$ cat config.mk
export PLATFORM = sky130hd
export DESIGN_NAME = dtb_timer
export DESIGN_NICKNAME = d
export VERILOG_FILES = /design/src/dtb_pkg.sv /design/src/dtb_timer.sv
export SDC_FILE = /design/constraint.sdc
export NUM_CORES = 1
export LEC_CHECK = 0
export ABC_CLOCK_PERIOD_IN_PS = 4100
export BUFFER_PORTS_ARGS = -buffer_cell sky130_fd_sc_hd__buf_2
export CAP_MARGIN = 5
export CORE_ASPECT_RATIO = 1.4
export CORE_MARGIN = 4
export CORE_UTILIZATION = 57
export DETAILED_ROUTE_END_ITERATION = 8
export GPL_TIMING_DRIVEN = 0
export PLACE_DENSITY = 0.72
export SETUP_SLACK_MARGIN = 0.2
export SYNTH_ARGS = -nofsm -noshare
export SYNTH_HDL_FRONTEND = slang
export SYNTH_SLANG_ARGS = --single-unit
export TNS_END_PERCENT = 50
$ cat constraint.sdc
create_clock -name aclk -period 4.1 [get_ports aclk]
set_input_delay 0.205 -clock aclk [delete_from_list [all_inputs] [get_ports aclk]]
set_output_delay 0.205 -clock aclk [all_outputs]
set_load 0.005 [all_outputs]
$ cat src/dtb_pkg.sv
// shared constants for the dual timer with buffer and complementary pwm
package dtb_pkg;

  // ----------------------------------------------------------------
  // register byte offsets
  // ----------------------------------------------------------------
  localparam int ADDR_W = 8;
  localparam logic [7:0] OFS_MODE = 8'h00;
  localparam logic [7:0] OFS_RUN = 8'h04;
  localparam logic [7:0] OFS_FUNC = 8'h08;
  localparam logic [7:0] OFS_OUTCTL = 8'h0C;
  localparam logic [7:0] OFS_OUTEN = 8'h10;
  localparam logic [7:0] OFS_CTL0 = 8'h14;
  localparam logic [7:0] OFS_CTL1 = 8'h18;
  localparam logic [7:0] OFS_IO0 = 8'h1C;
  localparam logic [7:0] OFS_IO1 = 8'h20;
  localparam logic [7:0] OFS_PORT = 8'h24;
  localparam logic [7:0] OFS_STBY = 8'h28;
  localparam logic [7:0] OFS_CNT0 = 8'h2C;
  localparam logic [7:0] OFS_CNT1 = 8'h30;
  localparam logic [7:0] OFS_GR = 8'h40;
  localparam logic [7:0] OFS_GR_END = 8'h60;

  // ----------------------------------------------------------------
  // field positions and reset values
  // ----------------------------------------------------------------
  localparam int MODE_SYNC_BIT = 0;
  localparam int MODE_BUF_LSB = 4;
  localparam logic [2:0] MODE_RSVD_ONES = 3'h7;
  localparam int CTL_PSC_LSB = 0;
  localparam int CTL_EDGE_LSB = 3;
  localparam int CTL_CLR_LSB = 5;
  localparam int FUNC_PWMD_BIT = 2;
  localparam logic [7:0] RST_OUTDIS = 8'hFF;
  localparam logic [7:0] RST_OUTCTL = 8'h00;

  // ----------------------------------------------------------------
  // enumerations
  // ----------------------------------------------------------------
  typedef enum logic [1:0] {
    COMBO_NORMAL = 2'b00,
    COMBO_RSVD = 2'b01,
    COMBO_RSYNC = 2'b10,
    COMBO_COMP = 2'b11
  } dtb_combo_e;
  typedef enum logic [1:0] {
    CLR_NONE = 2'b00,
    CLR_GRA = 2'b01,
    CLR_GRB = 2'b10,
    CLR_SYNC = 2'b11
  } dtb_clr_e;
  localparam logic [1:0] RESP_OKAY = 2'h0;
  localparam logic [1:0] RESP_SLVERR = 2'h2;

endpackage

$ cat src/dtb_timer.sv
// dual 16-bit timer with buffer pairing, sync and complementary pwm
// Function
// - buffer-d bit set pairs B with D as buffer; clear leaves D ordinary
// - buffer-c bit set pairs A with C as buffer; clear leaves C ordinary
// - reserved mode bits 3..1 read one, writes ignored
// - sync bit makes preset or clear of either counter hit both
// - complementary pwm turns B0..D0 and A1..D1 into pwm outputs
// - cycle register holds period; B0, A1, B1 hold change points
// - output enable register drives or suppresses each timer pin
// - setting both run bits starts both counters
// - buffer pairs are A with C and B with D
// - buffer transfer differs for capture, compare, reset pwm, comp pwm
// - shared pin: port input/output by direction, or timer output
// - standby bit puts the whole timer unit in standby
// - compare match with buffering copies buffer into general register
// - capture with buffering moves old value to buffer, counter in
//
// Design decisions made here: the AXI4-Lite slave port and the register addresses.
`timescale 1ns/100ps
module dtb_timer #(
  parameter int CNT_W = 16
) (
  // clock and reset
  input wire logic aclk,
  input wire logic aresetn,
  // axi4-lite write address and data
  input wire logic [7:0] s_axi_awaddr,
  input wire logic [2:0] s_axi_awprot,
  input wire logic s_axi_awvalid,
  output logic s_axi_awready,
  input wire logic [31:0] s_axi_wdata,
  input wire logic [3:0] s_axi_wstrb,
  input wire logic s_axi_wvalid,
  output logic s_axi_wready,
  output logic [1:0] s_axi_bresp,
  output logic s_axi_bvalid,
  input wire logic s_axi_bready,
  // axi4-lite read
  input wire logic [7:0] s_axi_araddr,
  input wire logic [2:0] s_axi_arprot,
  input wire logic s_axi_arvalid,
  output logic s_axi_arready,
  output logic [31:0] s_axi_rdata,
  output logic [1:0] s_axi_rresp,
  output logic s_axi_rvalid,
  input wire logic s_axi_rready,
  // timer pins, index 4*channel + {A,B,C,D}; pin 7 shared with port
  input wire logic [7:0] tio_in,
  output logic [7:0] tio_out,
  output logic [7:0] tio_oe_n,
  input wire logic ext_clk_in
);

  // ----------------------------------------------------------------
  // register state
  // ----------------------------------------------------------------
  logic [3:0] mode_buf_q;
  logic sync_q;
  logic [1:0] run_q;
  logic [1:0] combo_q;
  logic pwmd_q;
  logic [7:0] outctl_q;
  logic [7:0] outdis_q;
  logic [6:0] ctl_q [2];
  logic [11:0] io_q [2];
  logic pdir_q;
  logic pdat_q;
  logic stby_q;
  logic [CNT_W-1:0] cnt_q [2];
  logic [CNT_W-1:0] gr_q [8];
  logic [7:0] lvl_q;
  logic [7:0] out_q;
  logic [7:0] oe_n_q;
  logic [2:0] psc_q;
  logic [8:0] s1_q, s2_q, s3_q, filt_q, prev_q;

  // ----------------------------------------------------------------
  // axi4-lite slave
  // ----------------------------------------------------------------
  logic [7:0] waddr_q, raddr_unused;
  logic [31:0] wdata_q, rdata_q, rd_d;
  logic [3:0] wstrb_q;
  logic aw_full_q, w_full_q, bvalid_q, rvalid_q;
  logic awready_q, wready_q, arready_q;
  logic [1:0] bresp_q, rresp_q;
  logic wr_err, rd_err;

  wire aw_take = s_axi_awvalid & awready_q;
  wire w_take = s_axi_wvalid & wready_q;
  wire ar_take = s_axi_arvalid & arready_q;
  wire do_wr = aw_full_q & w_full_q & ~bvalid_q;
  wire aw_full_d = (aw_full_q | aw_take) & ~do_wr;
  wire w_full_d = (w_full_q | w_take) & ~do_wr;
  wire bvalid_d = do_wr | (bvalid_q & ~s_axi_bready);
  wire rvalid_d = ar_take | (rvalid_q & ~s_axi_rready);
  wire [31:0] wmask = {{8{wstrb_q[3]}}, {8{wstrb_q[2]}},
                       {8{wstrb_q[1]}}, {8{wstrb_q[0]}}};

  // byte-lane merge so a partial write keeps untouched lanes
  wire [31:0] wset = wdata_q & wmask;

  // handshake flops; one write and one read in flight at most
  always_ff @(posedge aclk) begin
    if (!aresetn) begin
      aw_full_q <= 1'b0;
      w_full_q <= 1'b0;
      bvalid_q <= 1'b0;
      rvalid_q <= 1'b0;
      awready_q <= 1'b0;
      wready_q <= 1'b0;
      arready_q <= 1'b0;
      bresp_q <= dtb_pkg::RESP_OKAY;
      rresp_q <= dtb_pkg::RESP_OKAY;
      rdata_q <= 32'h0;
      waddr_q <= 8'h00;
      wdata_q <= 32'h0;
      wstrb_q <= 4'h0;
    end else begin
      aw_full_q <= aw_full_d;
      w_full_q <= w_full_d;
      bvalid_q <= bvalid_d;
      rvalid_q <= rvalid_d;
      awready_q <= ~aw_full_d & ~bvalid_d;
      wready_q <= ~w_full_d & ~bvalid_d;
      arready_q <= ~rvalid_d;
      if (aw_take) waddr_q <= s_axi_awaddr;
      if (w_take) begin
        wdata_q <= s_axi_wdata;
        wstrb_q <= s_axi_wstrb;
      end
      if (do_wr)
        bresp_q <= wr_err ? dtb_pkg::RESP_SLVERR : dtb_pkg::RESP_OKAY;
      if (ar_take) begin
        rdata_q <= rd_d;
        rresp_q <= rd_err ? dtb_pkg::RESP_SLVERR : dtb_pkg::RESP_OKAY;
      end
    end
  end

  assign s_axi_awready = awready_q;
  assign s_axi_wready = wready_q;
  assign s_axi_bvalid = bvalid_q;
  assign s_axi_bresp = bresp_q;
  assign s_axi_arready = arready_q;
  assign s_axi_rvalid = rvalid_q;
  assign s_axi_rdata = rdata_q;
  assign s_axi_rresp = rresp_q;
  assign raddr_unused = {2'b00, s_axi_awprot, s_axi_arprot};

  // ----------------------------------------------------------------
  // write decode
  // ----------------------------------------------------------------
  wire wr_mode = do_wr && waddr_q == dtb_pkg::OFS_MODE;
  wire wr_run = do_wr && waddr_q == dtb_pkg::OFS_RUN;
  wire wr_func = do_wr && waddr_q == dtb_pkg::OFS_FUNC;
  wire wr_outctl = do_wr && waddr_q == dtb_pkg::OFS_OUTCTL;
  wire wr_outen = do_wr && waddr_q == dtb_pkg::OFS_OUTEN;
  wire wr_ctl0 = do_wr && waddr_q == dtb_pkg::OFS_CTL0;
  wire wr_ctl1 = do_wr && waddr_q == dtb_pkg::OFS_CTL1;
  wire wr_io0 = do_wr && waddr_q == dtb_pkg::OFS_IO0;
  wire wr_io1 = do_wr && waddr_q == dtb_pkg::OFS_IO1;
  wire wr_port = do_wr && waddr_q == dtb_pkg::OFS_PORT;
  wire wr_stby = do_wr && waddr_q == dtb_pkg::OFS_STBY;
  wire wr_cnt0 = do_wr && waddr_q == dtb_pkg::OFS_CNT0;
  wire wr_cnt1 = do_wr && waddr_q == dtb_pkg::OFS_CNT1;
  wire wr_grs = waddr_q >= dtb_pkg::OFS_GR && waddr_q < dtb_pkg::OFS_GR_END;
  assign wr_err = !(wr_grs || waddr_q <= dtb_pkg::OFS_CNT1) ||
                  waddr_q[1:0] != 2'b00;
  wire [31:0] wm_mode = {24'h0, mode_buf_q, 3'h0, sync_q} & ~wmask | wset;
  wire [31:0] wm_cnt = {16'h0, cnt_q[wr_cnt1]} & ~wmask | wset;
  wire [31:0] wm_io = {20'h0, io_q[wr_io1]} & ~wmask | wset;

  // control registers; reserved mode bits are not stored at all
  always_ff @(posedge aclk) begin
    if (!aresetn) begin
      mode_buf_q <= 4'h0;
      sync_q <= 1'b0;
      run_q <= 2'b00;
      combo_q <= dtb_pkg::COMBO_NORMAL;
      pwmd_q <= 1'b0;
      outdis_q <= dtb_pkg::RST_OUTDIS;
      ctl_q[0] <= 7'h00;
      ctl_q[1] <= 7'h00;
      io_q[0] <= 12'h000;
      io_q[1] <= 12'h000;
      pdir_q <= 1'b0;
      pdat_q <= 1'b0;
      stby_q <= 1'b0;
    end else begin
      if (wr_mode) begin
        mode_buf_q <= wm_mode[7:4];
        sync_q <= wm_mode[dtb_pkg::MODE_SYNC_BIT];
      end
      if (wr_run && wstrb_q[0]) run_q <= wdata_q[1:0];
      if (wr_func && wstrb_q[0]) begin
        combo_q <= wdata_q[1:0];
        pwmd_q <= wdata_q[dtb_pkg::FUNC_PWMD_BIT];
      end
      if (wr_outen && wstrb_q[0]) outdis_q <= wdata_q[7:0];
      if (wr_ctl0 && wstrb_q[0]) ctl_q[0] <= wdata_q[6:0];
      if (wr_ctl1 && wstrb_q[0]) ctl_q[1] <= wdata_q[6:0];
      if (wr_io0) io_q[0] <= wm_io[11:0];
      if (wr_io1) io_q[1] <= wm_io[11:0];
      if (wr_port && wstrb_q[0]) {pdat_q, pdir_q} <= wdata_q[1:0];
      if (wr_stby && wstrb_q[0]) stby_q <= wdata_q[0];
    end
  end

  // ----------------------------------------------------------------
  // pin input filtering and prescaler
  // ----------------------------------------------------------------
  wire [8:0] filt_d = (~(s2_q ^ s3_q) & s3_q) | ((s2_q ^ s3_q) & filt_q);
  wire [8:0] rise = filt_q & ~prev_q;
  wire [8:0] fall = ~filt_q & prev_q;

  // three stages; a level counts only once stages two and three agree
  always_ff @(posedge aclk) begin
    if (!aresetn) begin
      {s1_q, s2_q, s3_q} <= 27'h0;
      filt_q <= 9'h000;
      prev_q <= 9'h000;
      psc_q <= 3'h0;
    end else begin
      s1_q <= {ext_clk_in, tio_in};
      s2_q <= s1_q;
      s3_q <= s2_q;
      filt_q <= filt_d;
      prev_q <= filt_q;
      psc_q <= stby_q ? 3'h0 : psc_q + 3'h1;
    end
  end

  // ----------------------------------------------------------------
  // per-channel clocking and counters
  // ----------------------------------------------------------------
  logic [1:0] adv, clr_own, clr;
  logic [7:0] match_ev, cap;
  wire comp = combo_q == dtb_pkg::COMBO_COMP;
  wire pend = cnt_q[0] == gr_q[0] && adv[0];

  genvar c, e;
  generate
    for (c = 0; c < 2; c++) begin : g_ch
      wire [2:0] psel = ctl_q[c][dtb_pkg::CTL_PSC_LSB +: 3];
      wire [1:0] esel = ctl_q[c][dtb_pkg::CTL_EDGE_LSB +: 2];
      wire [1:0] csel = ctl_q[c][dtb_pkg::CTL_CLR_LSB +: 2];
      wire ext_tick = esel == 2'b00 ? rise[8] :
                      esel == 2'b01 ? fall[8] : (rise[8] | fall[8]);
      wire tick = psel == 3'd0 ? 1'b1 : psel == 3'd1 ? psc_q[0] :
                  psel == 3'd2 ? &psc_q[1:0] :
                  psel == 3'd3 ? &psc_q : ext_tick;
      wire wr_own = c == 0 ? wr_cnt0 : wr_cnt1;
      wire wr_oth = c == 0 ? wr_cnt1 : wr_cnt0;
      assign adv[c] = run_q[c] & tick & ~stby_q;
      assign clr_own[c] = csel == dtb_pkg::CLR_GRA ? match_ev[4*c] :
                          csel == dtb_pkg::CLR_GRB ? match_ev[4*c+1] : 1'b0;
      // clear source ignored in comp pwm; the cycle register wraps both
      assign clr[c] = comp ? pend :
                      clr_own[c] | (sync_q & clr_own[1-c]);

      // bus preset reaches both counters when synchronised
      always_ff @(posedge aclk) begin
        if (!aresetn) begin
          cnt_q[c] <= '0;
        end else if (wr_own || (sync_q && wr_oth)) begin
          cnt_q[c] <= wm_cnt[CNT_W-1:0];
        end else if (clr[c]) begin
          cnt_q[c] <= '0;
        end else if (adv[c]) begin
          cnt_q[c] <= cnt_q[c] + 1'b1;
        end
      end
    end

    // --------------------------------------------------------------
    // general registers, buffers, compare and capture events
    // --------------------------------------------------------------
    for (e = 0; e < 8; e++) begin : g_gr
      localparam int CH = e / 4;
      localparam int K = e % 4;
      wire [2:0] iof = io_q[CH][3*K +: 3];
      wire bufen = mode_buf_q[2*CH + (K % 2)];
      wire wr_me = do_wr && waddr_q == dtb_pkg::OFS_GR + 8'(4*e);
      wire [31:0] wm_gr = {16'h0, gr_q[e]} & ~wmask | wset;
      // transfer moment depends on the mode the pair is used in
      wire xfer = comp ? pend :
                  combo_q == dtb_pkg::COMBO_RSYNC ? clr[0] :
                  match_ev[e];
      assign match_ev[e] = cnt_q[CH] == gr_q[e] && adv[CH];
      assign cap[e] = rise[e] & iof[2] & ~stby_q;

      if (K < 2) begin : g_main
        always_ff @(posedge aclk) begin
          if (!aresetn) begin
            gr_q[e] <= '1;
          end else if (wr_me) begin
            gr_q[e] <= wm_gr[CNT_W-1:0];
          end else if (cap[e]) begin
            gr_q[e] <= cnt_q[CH];
          end else if (bufen && !iof[2] && xfer) begin
            gr_q[e] <= gr_q[e+2];
          end
        end
      end else begin : g_buf
        always_ff @(posedge aclk) begin
          if (!aresetn) begin
            gr_q[e] <= '1;
          end else if (wr_me) begin
            gr_q[e] <= wm_gr[CNT_W-1:0];
          end else if (bufen && cap[e-2]) begin
            gr_q[e] <= gr_q[e-2];
          end else if (!bufen && cap[e]) begin
            gr_q[e] <= cnt_q[CH];
          end
        end
      end
    end
  endgenerate

  // ----------------------------------------------------------------
  // pwm levels and pin ownership
  // ----------------------------------------------------------------
  logic [7:0] pl, pwm_on, drive;
  wire p0 = cnt_q[0] < gr_q[1];
  wire pa1 = cnt_q[1] < gr_q[4];
  wire pb1 = cnt_q[1] < gr_q[5];
  // ch0 D lags by using counter 1, which starts the non-overlap behind
  assign pl = {comp ? ~pb1 : (cnt_q[1] < gr_q[7]), ~pa1, pb1, pa1,
               cnt_q[1] < gr_q[1], ~p0, p0, 1'b0};
  assign pwm_on = comp ? 8'hFE :
                  {pwmd_q && combo_q == dtb_pkg::COMBO_NORMAL, 7'h00};

  generate
    for (e = 0; e < 8; e++) begin : g_pin
      wire [2:0] iof = io_q[e/4][3*(e%4) +: 3];
      wire tout = ~iof[2] & (iof[1] | iof[0]);
      assign drive[e] = ~stby_q & ~outdis_q[e] &
                        (pwm_on[e] | tout |
                         combo_q != dtb_pkg::COMBO_NORMAL);
      // output control write presets; compare then sets, clears, toggles
      always_ff @(posedge aclk) begin
        if (!aresetn) begin
          lvl_q[e] <= dtb_pkg::RST_OUTCTL[e];
        end else if (wr_outctl && wstrb_q[0]) begin
          lvl_q[e] <= wdata_q[e];
        end else if (match_ev[e] && tout) begin
          lvl_q[e] <= iof[1] ? (iof[0] ? ~lvl_q[e] : 1'b1) : 1'b0;
        end
      end
    end
  endgenerate

  // pin flops; pin 7 falls back to the port when the timer lets go
  always_ff @(posedge aclk) begin
    if (!aresetn) begin
      outctl_q <= dtb_pkg::RST_OUTCTL;
      out_q <= 8'h00;
      oe_n_q <= 8'hFF;
    end else begin
      if (wr_outctl && wstrb_q[0]) outctl_q <= wdata_q[7:0];
      out_q <= (pwm_on & pl) | (~pwm_on & lvl_q);
      oe_n_q <= ~drive;
      if (!drive[7]) begin
        out_q[7] <= pdat_q;
        oe_n_q[7] <= ~pdir_q;
      end
    end
  end

  assign tio_out = out_q;
  assign tio_oe_n = oe_n_q;

  // ----------------------------------------------------------------
  // read decode
  // ----------------------------------------------------------------
  wire [7:0] ra = s_axi_araddr;
  always_comb begin
    rd_err = 1'b0;
    rd_d = 32'h0;
    if (ra[1:0] != 2'b00) rd_err = 1'b1;
    else if (ra == dtb_pkg::OFS_MODE)
      rd_d = {24'h0, mode_buf_q, dtb_pkg::MODE_RSVD_ONES, sync_q};
    else if (ra == dtb_pkg::OFS_RUN) rd_d = {30'h0, run_q};
    else if (ra == dtb_pkg::OFS_FUNC) rd_d = {29'h0, pwmd_q, combo_q};
    else if (ra == dtb_pkg::OFS_OUTCTL) rd_d = {24'h0, outctl_q};
    else if (ra == dtb_pkg::OFS_OUTEN) rd_d = {24'h0, outdis_q};
    else if (ra == dtb_pkg::OFS_CTL0) rd_d = {25'h0, ctl_q[0]};
    else if (ra == dtb_pkg::OFS_CTL1) rd_d = {25'h0, ctl_q[1]};
    else if (ra == dtb_pkg::OFS_IO0) rd_d = {20'h0, io_q[0]};
    else if (ra == dtb_pkg::OFS_IO1) rd_d = {20'h0, io_q[1]};
    else if (ra == dtb_pkg::OFS_PORT)
      rd_d = {29'h0, filt_q[7], pdat_q, pdir_q};
    else if (ra == dtb_pkg::OFS_STBY) rd_d = {31'h0, stby_q};
    else if (ra == dtb_pkg::OFS_CNT0) rd_d = {16'h0, cnt_q[0]};
    else if (ra == dtb_pkg::OFS_CNT1) rd_d = {16'h0, cnt_q[1]};
    else if (ra >= dtb_pkg::OFS_GR && ra < dtb_pkg::OFS_GR_END)
      rd_d = {16'h0, gr_q[ra[4:2]]};
    else rd_err = 1'b1;
  end

endmodule

**Yosys cells after proc, flatten, opt, wreduce, memory -nomap -nowiden**

Memories as Yosys holds them, arrays and structs flattened.
Cells that the tools add are included.

- Memories: 4
- Bits in writable memories: 198
- Output and inout bits: 57
- Register bits: 170
- Logic and storage cells: 669

Memory list:

| memory | words | bits a word | rd ports | clocked after memory_dff | write ports | RTL line | text |
|---|---|---|---|---|---|---|---|
| gr_q | 8 | 16 | 9 | 0 | 8 | dtb_timer.sv:70 | `logic [CNT_W-1:0] gr_q [8];` |
| cnt_q | 2 | 16 | 3 | 0 | 2 | dtb_timer.sv:69 | `logic [CNT_W-1:0] cnt_q [2];` |
| io_q | 2 | 12 | 3 | 0 | 2 | dtb_timer.sv:65 | `logic [11:0] io_q [2];` |
| ctl_q | 2 | 7 | 2 | 0 | 2 | dtb_timer.sv:64 | `logic [6:0] ctl_q [2];` |

- Reductions and logical operators: 100
- Mux-type cells: 261
- Magnitude comparators: 10
- Add/sub/neg operators: 3
- Bitwise gates (word level): 198
- Equal/unequal tests: 54

Operator list:

| cell | count |
|---|---|
| 16-bit two-way mux | 45 |
| 1-bit two-way mux | 209 |
| 16-bit bitwise AND | 10 |
| 16-bit bitwise OR | 9 |
| 16-bit == test | 8 |
| 8-bit by 6-bit == test with 1-bit output, second input constant | 10 |
| 16-bit < comparator | 5 |
| 1-bit logical AND | 66 |
| 1-bit bitwise OR | 65 |
| 8-bit by 5-bit == test with 1-bit output, second input constant | 8 |
| 8-bit by 7-bit == test with 1-bit output, second input constant | 8 |
| 1-bit bitwise AND | 57 |
| 1-bit NOT | 38 |
| 9-bit bitwise AND | 4 |
| 16-bit by 1-bit adder with 16-bit output, second input constant | 2 |
| 8-bit by 4-bit == test with 1-bit output, second input constant | 4 |
| 9-bit NOT | 3 |
| 8-bit bitwise AND | 3 |
| 12-bit two-way mux | 2 |
| 2-bit nonzero test | 11 |
| 8-bit by 3-bit == test with 1-bit output, second input constant | 2 |
| 8-bit by 7-bit >= comparator with 1-bit output, second input constant | 2 |
| 8-bit zero test | 2 |
| 8-bit by 7-bit < comparator with 1-bit output, second input constant | 2 |
| 23 further kinds | 51 |

**Depth between registers and ports, before layout**

- Depth in word-level cells: 26
- Gate-level depth with buffers: 11

**Least setup slack after synthesis**

Ideal clock, no wire load.

- Kind: register -> register
- From: mem cnt_q[1][0]
- To: mem gr_q[4][0] (enable)
- Library setup time: 0.452 ns
- Path slack: 0.937 ns
- Period minus slack after synthesis: 3.163 ns
- Buffers on the path: 2
- Cell stages (with the launch flop): 11
- Arrival time: 2.711 ns
- Cell sequence: edfxtp_1 clkbuf_1 inv_1 ha_1 nand4_1 nor4_1 a22oi_1 o32ai_4 o21ai_2 buf_2 nand4_1

RTL lines:

| element | RTL line |
|---|---|
| from (decl) | dtb_timer.sv:69 |
| to (decl) | dtb_timer.sv:70 |

==> flow_metrics.env <==
export IMPL_final_core_util_pct=65.3
export IMPL_max_slew_margin_pct=8.71
export IMPL_drv_cap=0
export IMPL_cp_required_ns=4.36
export IMPL_drt_first_pass_iters=9
export IMPL_floorplan_initialDensity_pct=58.0
export IMPL_cpPeakStageDelay_ns=0.53
export IMPL_netlist_area_leader_share_pct=26.5
export IMPL_ys_seq_area_share_pct=40.0
export IMPL_drt_iter0_markers=3334
export IMPL_die_y_um=243
export IMPL_synth_warnings=0
export IMPL_arrival_ns=4.22
export IMPL_synth_cell_area_um2=22400
export IMPL_mostFrequentLayoutCells="322 x nand2_1, 205 x o21ai_0, 198 x edfxtp_1"
export IMPL_vias=22900
export IMPL_synthTopCellsByArea="edfxtp_1 26%, dfxtp_1 14%, nand2_1 5.4%, ha_1 4.7%, o21ai_0 4.6%"
export IMPL_dpl_hpwl_um=78800
export IMPL_viasPerCell=7.11
export IMPL_hp_class="in2reg"
export IMPL_gp_congestion=1.09
export IMPL_final_nets=2826
export IMPL_layout_commonest_cell="nand2_1"
export IMPL_grt_max_degree=17
export IMPL_wl_per_cell_um=32.3
export IMPL_rsz0062_at_grt="no"
export IMPL_die_w_um=176
export IMPL_place_ws_ns=-0.925
export IMPL_port_buffers=85
export IMPL_post_route_period_util_pct=96.4
export IMPL_ios=131
export IMPL_clk_pin_slew_ns=0.07
export IMPL_worstMarginPinSlew_ns=1.36
export IMPL_syn_inst=2482
export IMPL_grt_pass1_vias=22100
export IMPL_antenna_found_initial=1
export IMPL_cpMostUsedCell="nand4_1"
export IMPL_drc=0
export IMPL_cp_max_fo=13
export IMPL_post_synth_top_area_cell="edfxtp_1"
export IMPL_cts_tree="done"
export IMPL_synthToLayoutAreaGrowth_pct=12.7
export IMPL_hold_viol_final=0
export IMPL_setup_violations_final=0
export IMPL_htree_levels=2
export IMPL_start_kind="flip-flop"
export IMPL_core_area_um2=38700
export IMPL_cp_cell_sequence="clkbuf_2 -> inv_1 -> ha_1 -> nand4_1 -> nor4_2 -> a22oi_1 -> o32ai_4 -> o21ai_2 -> buf_2 -> nand4_1 -> buf_12"
export IMPL_power_total_w=0.00797
export IMPL_ys_types=93
export IMPL_drive_above_1_share_pct=10.9
export IMPL_power_leakage_nw=9.45
export IMPL_fin_crit_ns=3.95
export IMPL_slowest_stage="o32ai_4"
export IMPL_syn_avg_cell_area_um2=9.04
export IMPL_async_reset_ff_share_pct=0
export IMPL_antenna_left=0
export IMPL_power_density_nw_per_um2=315
export IMPL_setup_ws_ns=0.146
export IMPL_fin_skew_ns=0.0234
export IMPL_fmax_mhz=253
export IMPL_irDropWorstVdd_mv=0.415
export IMPL_cts_sinks=350
export IMPL_tns_ns=0
export IMPL_grt_overflow=0
export IMPL_rows=85
export IMPL_slew_viol_final=0
export IMPL_cts_buffers=36
export IMPL_synth_edf_count=198
export IMPL_endpoint_kind="flip-flop"
export IMPL_cts_buffer_depth=3
export IMPL_ys_seq_elements=350
export IMPL_grtUsageTotal_pct=47.1
export IMPL_synth_flop_cell="edfxtp_1"
export IMPL_criticalPathCategory="reg2reg"
export IMPL_status="completed"
export IMPL_root_buffer="clkbuf_16"
export IMPL_grt_pass1_wl_um=148000
export IMPL_clk_latency_ns=0.57
export IMPL_wirelength_um=104000
export IMPL_die_area_um2=42700
[cells by family after synthesis]
family,after synthesis,share of synthesized area (%)
AOI/OAI and AO/OA,735,21.5
xor gates and xnor gates,92,3.59
adders and majority gates,85,4.74
buffers and inverters,319,5.88
DFF,350,40.0
muxes,125,7.61
other,1,0.0167
and+or+nand+nor,775,16.7
[synth_stat cells, drive strengths merged, types with 6 or more instances]
| library cell | count |
|---|---|
| mux2i | 62 |
| and2 | 79 |
| nand2b | 17 |
| a211oi | 15 |
| nand3b | 6 |
| o32a | 22 |
| and3 | 19 |
| o22ai | 120 |
| nor4b | 10 |
| xnor2 | 28 |
| a222oi | 7 |
| edfxtp | 198 |
| o21ai | 210 |
| inv | 121 |
| nand2 | 324 |
| buf | 63 |
| mux2 | 31 |
| nor2 | 137 |
| nor3 | 23 |
| mux4 | 32 |
| a22oi | 14 |
| a21oi | 145 |
| nand4 | 30 |
| ha | 85 |
| a31oi | 14 |
| o211ai | 10 |
| dfxtp | 152 |
| o21a | 12 |
| a2bb2oi | 11 |
| nor4 | 23 |
| o32ai | 13 |
| a2111oi | 13 |
| nor2b | 15 |
| a311oi | 10 |
| xor2 | 64 |
| clkbuf | 135 |
| a21o | 60 |
| nand3 | 54 |
| o21bai | 9 |
[per-stage QoR]
stage                     hold slack (ns)  area (µm²)  instances
after CTS                          0.0269       25300       3216
after detailed placement            0.416       23600       3109
after floorplan                     0.332       22500       2499
final                              0.0322       25300       3218
after global routing               0.0712       25300       3217
after global placement              0.418       23600       3106
[critical path: cells and delay by family, from the launching register on]
family                     cells  cell delay [ns]
AOI/OAI and AO/OA              3             1.16
and+or+nand+nor                3             0.76
DFF                            1             0.35
buffers and inverters          4             1.03
adders and majority gates      1             0.34
[state kept, by name (all words and copies together), names as in the netlist, 14 cells and up, named ones only]
signal       count
cnt_q           32
ctl_q           14
gr_q           128
io_q            24
s_axi_rdata     16
wdata_q         16
[per-layer routing]
layer,global-route usage (%),up-vias,wire [µm]
met3,10.1,618,11500
met2,74.4,1961,46500
met4,42.5,2,12700
met5,0,-,13
li1,-,9484,-
met1,53.0,10800,33300
[final timing paths]
check,endpoint,start,slack (ns),depth (start not counted)
setup / recovery,gr_q[4][8],cnt_q[1][0],0.15,11
hold / removal,s_axi_rresp[1],s_axi_arvalid,0.03,3
setup reg to reg,gr_q[4][8],cnt_q[1][0],0.15,11
hold reg to reg,s2_q[6],s1_q[6],0.44,1
[power breakdown]
group	internal (W)	total [W]	switching [W]
clock	0.00185	0.00340	0.00156
combinational	0.000225	0.000708	0.000484
sequential	0.00376	0.00386	0.000100
[area by class of cell]
type / instances / area, µm²
timing repair buffer: 130 / 901
clock buffer: 50 / 1030
sequential: 350 / 8990
antenna: 1 / 2.50
inverter: 121 / 454
multi-input combinational: 1830 / 12300
fill: 3273 / 13400
tap: 522 / 653
clock inverter: 16 / 148
buffer: 198 / 866
[repair_timing]
item / in CTS / in global routing
resized for setup: 5 / 2
endpoints found under the hold margin: 37 / 0
pin swaps: 1 / 0
endpoints found under the setup margin: 165 / 16
hold buffers: 37 / 0
buffers inserted: 4 / 0
No activity file was read; power rests on OpenSTA's default activity.
